## config.mk

```make
export PLATFORM = sky130hd
export DESIGN_NAME = dhi_front_end
export DESIGN_NICKNAME = d
export VERILOG_FILES = /design/src/dhi_edge.sv /design/src/dhi_front_end.sv
export SDC_FILE = /design/constraint.sdc
export NUM_CORES = 1
export LEC_CHECK = 0
export BUFFER_PORTS_ARGS = -buffer_cell sky130_fd_sc_hd__clkbuf_2
export CORE_AREA = 5 5 64 66
export CTS_BUF_LIST = sky130_fd_sc_hd__clkbuf_2 sky130_fd_sc_hd__clkbuf_4 sky130_fd_sc_hd__clkbuf_8
export DETAILED_ROUTE_END_ITERATION = 10
export DIE_AREA = 0 0 69 71
export PLACE_DENSITY = 0.85
export SYNTH_ARGS = -nofsm -noshare
export SYNTH_HDL_FRONTEND = slang
export SYNTH_SLANG_ARGS = --single-unit
export TNS_END_PERCENT = 10
```

## constraint.sdc

```tcl
create_clock -name clk_sys_i -period 2.13 [get_ports clk_sys_i]
set_input_delay 0.426 -clock clk_sys_i [delete_from_list [all_inputs] [get_ports clk_sys_i]]
set_output_delay 0.426 -clock clk_sys_i [all_outputs]
set_load 0.1 [all_outputs]
```

## src/dhi_edge.sv

```systemverilog
// Purpose : Package of shared constants for the display host front end, and a
//           small edge detector used on each strobe and serial clock pin.
// Assumes : All pins are synchronous to clk_sys_i.
// Notes   : The strap encodings are a local choice; boards must strap to match.
`timescale 1ns/1ps
`default_nettype none

package dhi_pkg;
  typedef enum logic [1:0] {
    DHI_MODE_PAR_E,
    DHI_MODE_PAR_RW,
    DHI_MODE_SERIAL,
    DHI_MODE_TWO_WIRE
  } dhi_mode_t;

  // ----------------------------------------------------------------------
  // Strap codes {proto_strap_2, proto_strap_1, proto_strap_0}
  // ----------------------------------------------------------------------
  localparam logic [2:0] STRAP_PAR_E    = 3'h4;
  localparam logic [2:0] STRAP_PAR_RW   = 3'h6;
  localparam logic [2:0] STRAP_TWO_WIRE = 3'h2;
  localparam logic [2:0] STRAP_RESET    = 3'h0;

  localparam int         SCLK_BIT       = 0;
  localparam int         SERIAL_DATA_IN_BIT       = 1;
  localparam logic [2:0] BIT_LAST       = 3'h7;
  localparam logic [2:0] BIT_FIRST      = 3'h0;
  localparam logic [2:0] BIT_STEP       = 3'h1;
  localparam logic [7:0] BYTE_RESET     = 8'h00;
endpackage

module dhi_edge #(
  parameter logic IDLE_LEVEL = 1'b0
) (
  input  wire logic clk_sys_i,
  input  wire logic reset_i,
  input  wire logic level_i,
  output logic      rise_o,
  output logic      fall_o
);
  logic prev;

  // Idle level at reset avoids a false edge on the first cycle
  always_ff @(posedge clk_sys_i or posedge reset_i) begin
    if (reset_i) begin
      prev <= IDLE_LEVEL;
    end else begin
      prev <= level_i;
    end
  end

  assign rise_o = level_i & ~prev;
  assign fall_o = ~level_i & prev;
endmodule

`default_nettype wire

```

## src/dhi_front_end.sv

```systemverilog
// Purpose : Host bus front end of a display controller: decodes chip select,
//           pin reset, data/command select and the strobes of two parallel
//           styles, a serial shift input and the two-wire address bit.
// Assumes : Pins are synchronous to clk_sys_i; straps are static.
// Notes   : The two-wire protocol engine itself sits elsewhere.
//
// How it works
// - Low pin reset blocks transfers, resamples straps and raises chip_init_o
// - Transfers count only while chip select low
// - Parallel byte: data if selector high, else command
// - Serial byte: data if selector high, else command
// - Two-wire mode: selector pin is address bit
// - Enable-strobe style: enable rising starts transfer
// - Separate-strobe style: read strobe falling drives bus
// - Separate-strobe style: write strobe falling writes
// - Serial: line one data, line zero clock
`timescale 1ns/1ps
`default_nettype none

module dhi_front_end (
  input  wire logic       clk_sys_i,
  input  wire logic       reset_i,
  input  wire logic       reset_n_in_i,
  input  wire logic       cs_n_i,
  input  wire logic       dc_sel_i,
  input  wire logic       rw_sel_i,
  input  wire logic       en_rd_i,
  input  wire logic       proto_strap_0_i,
  input  wire logic       proto_strap_1_i,
  input  wire logic       proto_strap_2_i,
  input  wire logic [7:0] data_i,
  output logic      [7:0] data_o,
  output logic      [7:0] data_oe_n_o,
  input  wire logic [7:0] rd_data_i,
  output logic            read_req_o,
  output logic      [7:0] byte_o,
  output logic            byte_valid_o,
  output logic            byte_is_data_o,
  output logic            addr_low_bit_o,
  output logic            chip_init_o,
  output logic      [1:0] mode_o
);
  // ----------------------------------------------------------------------
  // Mode and gating
  // ----------------------------------------------------------------------
  logic             [2:0] strap_q;
  dhi_pkg::dhi_mode_t     mode;
  wire                    init_req = ~reset_n_in_i;
  wire                    cs_act   = ~cs_n_i & ~init_req;
  wire                    serial_data_in = data_i[dhi_pkg::SERIAL_DATA_IN_BIT];
  wire                    sclk_in        = data_i[dhi_pkg::SCLK_BIT];

  // Straps follow the pins while reset is low and freeze at release
  always_ff @(posedge clk_sys_i or posedge reset_i) begin
    if (reset_i) begin
      strap_q <= dhi_pkg::STRAP_RESET;
    end else if (init_req) begin
      strap_q <= {proto_strap_2_i, proto_strap_1_i, proto_strap_0_i};
    end
  end

  assign mode = (strap_q == dhi_pkg::STRAP_PAR_E)    ? dhi_pkg::DHI_MODE_PAR_E :
                (strap_q == dhi_pkg::STRAP_PAR_RW)   ? dhi_pkg::DHI_MODE_PAR_RW :
                (strap_q == dhi_pkg::STRAP_TWO_WIRE) ? dhi_pkg::DHI_MODE_TWO_WIRE :
                                                       dhi_pkg::DHI_MODE_SERIAL;
  assign mode_o = mode;

  // ----------------------------------------------------------------------
  // Strobe edges
  // ----------------------------------------------------------------------
  logic en_rise, en_rd_fall, wr_fall, sclk_rise;

  dhi_edge #(.IDLE_LEVEL(1'b0)) u_edge_en (
    .clk_sys_i (clk_sys_i),
    .reset_i   (reset_i),
    .level_i   (en_rd_i),
    .rise_o    (en_rise),
    .fall_o    ()
  );

  // Read strobe is active low, so its idle level is high
  dhi_edge #(.IDLE_LEVEL(1'b1)) u_edge_rd (
    .clk_sys_i (clk_sys_i),
    .reset_i   (reset_i),
    .level_i   (en_rd_i),
    .rise_o    (),
    .fall_o    (en_rd_fall)
  );

  dhi_edge #(.IDLE_LEVEL(1'b1)) u_edge_wr (
    .clk_sys_i (clk_sys_i),
    .reset_i   (reset_i),
    .level_i   (rw_sel_i),
    .rise_o    (),
    .fall_o    (wr_fall)
  );

  dhi_edge #(.IDLE_LEVEL(1'b0)) u_edge_sclk (
    .clk_sys_i (clk_sys_i),
    .reset_i   (reset_i),
    .level_i   (sclk_in),
    .rise_o    (sclk_rise),
    .fall_o    ()
  );

  // ----------------------------------------------------------------------
  // Transfer decode
  // ----------------------------------------------------------------------
  wire mode_e   = (mode == dhi_pkg::DHI_MODE_PAR_E);
  wire mode_rw  = (mode == dhi_pkg::DHI_MODE_PAR_RW);
  wire mode_ser = (mode == dhi_pkg::DHI_MODE_SERIAL);
  wire mode_two = (mode == dhi_pkg::DHI_MODE_TWO_WIRE);

  wire e_start  = mode_e & cs_act & en_rise;
  wire e_write  = e_start & ~rw_sel_i;
  wire e_read   = e_start & rw_sel_i;
  wire rw_read  = mode_rw & cs_act & en_rd_fall;
  wire rw_write = mode_rw & cs_act & wr_fall;
  wire par_take = e_write | rw_write;
  wire rd_take  = e_read | rw_read;

  // Bus is driven only for the strobe's active phase
  wire drive_en = (mode_e & cs_act & rw_sel_i & en_rd_i) |
                  (mode_rw & cs_act & ~en_rd_i);

  logic [2:0] bit_cnt;
  logic [6:0] shift_q;
  wire        ser_take = mode_ser & cs_act & sclk_rise;
  wire        ser_done = ser_take & (bit_cnt == dhi_pkg::BIT_LAST);
  wire [7:0]  ser_byte = {shift_q, serial_data_in};

  wire [7:0]  next_byte  = ser_done ? ser_byte : data_i;
  wire        next_valid = par_take | ser_done;

  // ----------------------------------------------------------------------
  // Registers
  // ----------------------------------------------------------------------
  always_ff @(posedge clk_sys_i or posedge reset_i) begin
    if (reset_i) begin
      bit_cnt <= dhi_pkg::BIT_FIRST;
      shift_q <= 7'h00;
    end else if (!cs_act || !mode_ser) begin
      bit_cnt <= dhi_pkg::BIT_FIRST;
    end else if (ser_take) begin
      bit_cnt <= bit_cnt + dhi_pkg::BIT_STEP;
      shift_q <= {shift_q[5:0], serial_data_in};
    end
  end

  always_ff @(posedge clk_sys_i or posedge reset_i) begin
    if (reset_i) begin
      byte_o         <= dhi_pkg::BYTE_RESET;
      byte_valid_o   <= 1'b0;
      byte_is_data_o <= 1'b0;
      read_req_o     <= 1'b0;
      data_o         <= dhi_pkg::BYTE_RESET;
      data_oe_n_o    <= 8'hFF;
      addr_low_bit_o <= 1'b0;
      chip_init_o    <= 1'b1;
    end else begin
      chip_init_o    <= init_req;
      byte_valid_o   <= next_valid;
      read_req_o     <= rd_take;
      data_oe_n_o    <= {8{~drive_en}};
      addr_low_bit_o <= mode_two & dc_sel_i;
      if (next_valid) begin
        byte_o         <= next_byte;
        byte_is_data_o <= dc_sel_i;
      end
      if (rd_take) begin
        data_o <= rd_data_i;
      end
    end
  end
endmodule

`default_nettype wire

```

==> impl_metrics.csv <==
group,metric,value,unit
cells_and_area,fin_nets,212,
clock_network,cts_num_sinks,39,
floorplan,rows,22,
placement,hpwl,2500,um
clock_network,clock_latency,0.35,ns
synth,seq_area_frac_synth,0.576,
cells_and_area,final_util,0.594,
sta,fin_tns_setup,0,ns
cells_and_area,drive_above_1_share,0.514,
synth,synth_flop_cell,"dfrtp_1",
clock_network,clk_pin_slew_worst_paths,0.11,ns
sta,slew-limit-headroom,0.639,
synth,synth-edff-count,0,
clock_network,cts_tree,"yes",
grt,grt.total_usage,0.140,
synth,synthesis.area,0.00170,mm2
critical_path,critical_path_class,"flop to output pin",
sta,fin_ws,0.114,ns
sta,finalHoldViolations,0,
sta,period_minus_slack,2.02,ns
sta,post-route-period-util,0.946,
critical_path,regToRegSetupSlack,0.38,ns
clock_network,htreeDepth,2,
synth,synth_cells,125,
floorplan,dieHeight,71,um
grt,grt_max_degree,17,
clock_network,ctsHoldBuffers,0,
floorplan,ios,57,
placement,place_worst_setup_slack,0.282,ns
critical_path,crit_path_top_delay_cell,"clkbuf_2",
placement,place.gp.congestion,0.732,
floorplan,die_area,0.00490,mm2
routing,dr_total_vias,1140,
sta,worst_hold_slack,0.0403,ns
sta,max_freq,496,MHz
sta,fin_skew,0.0103,ns
clock_network,post_cts_buffers,0,
critical_path,crit_fanout,6,
floorplan,initial_core_util,0.483,
grt,grt_pass1_wl,5490,um
status,status,"completed",
cells_and_area,n_antenna_cell,0,
floorplan,core_area,0.00352,mm2
sta,finalSetupViolCount,0,
grt,grt_pass1_vias,1190,
critical_path,end_kind,"output pin",
synth,syn_nets,153,
synth,ys_types,30,
routing,routed_via_density,4.89,
sta,drv_slew,0,
cells_and_area,syn_to_final_growth,22.9,%
grt,grt_antenna_before_repair,0,
critical_path,cp_cell_sequence,"or2b_1 > inv_1 > clkbuf_2",
pwr,vdd_drop_max,0.635,mV
cells_and_area,final_common_cell,"clkbuf_2",
job,max-cap-violations,0,
routing,wl_per_cell,13.7,um
synth,yosys_warnings,0,
clock_network,postCtsResizedCells,0,
pwr,total_power,2160,uW
clock_network,cts_root_buf,"clkbuf_4",
hold_path,hold_class,"primary input to asynchronous set/reset pin",
synth,synth.avg_cell_area,13.6,um2
clock_network,numCtsBuffers,5,
critical_path,start_kind,"flop",
sta,tightest_slew,0.544,ns
routing,routed_wl,3200,um
sta,grt_setup_unrepaired,"false",
critical_path,arrival,1.59,ns
routing,initialDrtViolationCount,34,
routing,dr.pass1.iters,4,
placement,port_buffers,56,
cells_and_area,nFillCells,319,
pwr,power_density,1030,mW/mm2
grt,grt-ovfl-total,0,
critical_path,cpPeakStageDelay,0.45,ns
synth,ys_ff_latch,39,
floorplan,die_w,69,um
routing,ant_nets,0,
clock_network,clockBufferDepth,2,
cells_and_area,final_cell_mix,"56 x clkbuf_2, 35 x dfrtp_1, 10 x nor2_1",
routing,drc,0,
critical_path,worst_ep_required_time,1.70,ns
synth,async_reset_ff_frac,1.00,
pwr,p_leak,0.00115,uW
[where the power goes]
part | switching (uW) | leakage [uW] | total [uW] | internal [uW]
clock network | 225 | 0.0000420 | 432 | 207
logic | 661 | 0.000600 | 826 | 165
registers | 63.9 | 0.000504 | 907 | 843
total | 950 | 0.00115 | 2160 | 1210
[final timing paths]
kind                                 from               end  cells after the start
max in group asynchronous         reset_i        bit_cnt[0]                      3
setup / recovery               strap_q[1]         mode_o[0]                      3
hold / removal                    reset_i         data_o[7]                      2
min in group clk_sys_i          data_i[0]  u_edge_sclk.prev                      1
setup reg to reg               strap_q[0]         data_o[4]                      4
hold reg to reg            byte_is_data_o    byte_is_data_o                      1
[metrics by stage]
stage	cell area (um2)	cells
CTS	2090	233
finish	2090	233
global route	2090	233
global placement	2020	225
floorplan	1700	125
detailed placement	2020	225
[cells in the mapped netlist, types with 2 or more instances]
library cell	n	area share
nor2_1	10	0.022
dfstp_2	4	0.062
dfrtp_1	35	0.51
mux2i_1	9	0.053
o21ai_0	3	0.0088
mux2_4	8	0.071
buf_4	7	0.031
nor2b_1	2	0.0074
ha_1	2	0.015
clkbuf_1	2	0.0044
a21oi_1	7	0.021
inv_1	6	0.013
nor3b_1	2	0.0088
nand2_1	4	0.0088
mux2_2	9	0.060
[routing by layer]
| layer | wire [um] | vias up | GRT usage |
|---|---|---|---|
| met3 | 243 | 4 | 0.0497 |
| met4 | 36 | 0 | 0.0521 |
| met1 | 1380 | 546 | 0.167 |
| li1 | - | 545 | - |
| met5 | 0 | - | 0 |
| met2 | 1530 | 45 | 0.232 |
[state kept, by name, summed over array words and instances, names as in the netlist, 3 cells and up]
signal	flops
bit_cnt	3
byte_o	8
data_o	8
shift_q	7
strap_q	3
[logic make-up (layout without fill, tap and decap cells)]
family,Yosys count,after routing,share of synthesized area
XOR/XNOR,1,1,0.00515
multiplexers,26,26,0.183
adder cells (fa/ha/maj),2,2,0.0147
AND/OR/NAND/NOR,26,26,0.0963
buffers and inverters,15,75,0.0485
AO/OA/AOI/OAI,16,16,0.0757
flip-flops,39,39,0.576
[area by class of cell]
class                           instances  area (um2)  area share
Inverter                                6        22.5      0.0108
Sequential cell                        39         981       0.469
Tap cell                               48        60.1      0.0287
Multi-Input combinational cell         71         638       0.305
Timing Repair Buffer                   61         318       0.152
Clock buffer                            8        72.6      0.0347
[critical path: cells and delay by family, from the launching register on]
family        cells  cell delay [ns]
simple gates      1             0.30
buf+inv           2             0.52
flops             1             0.43
Note: power is estimated with default switching activity, not from simulation.
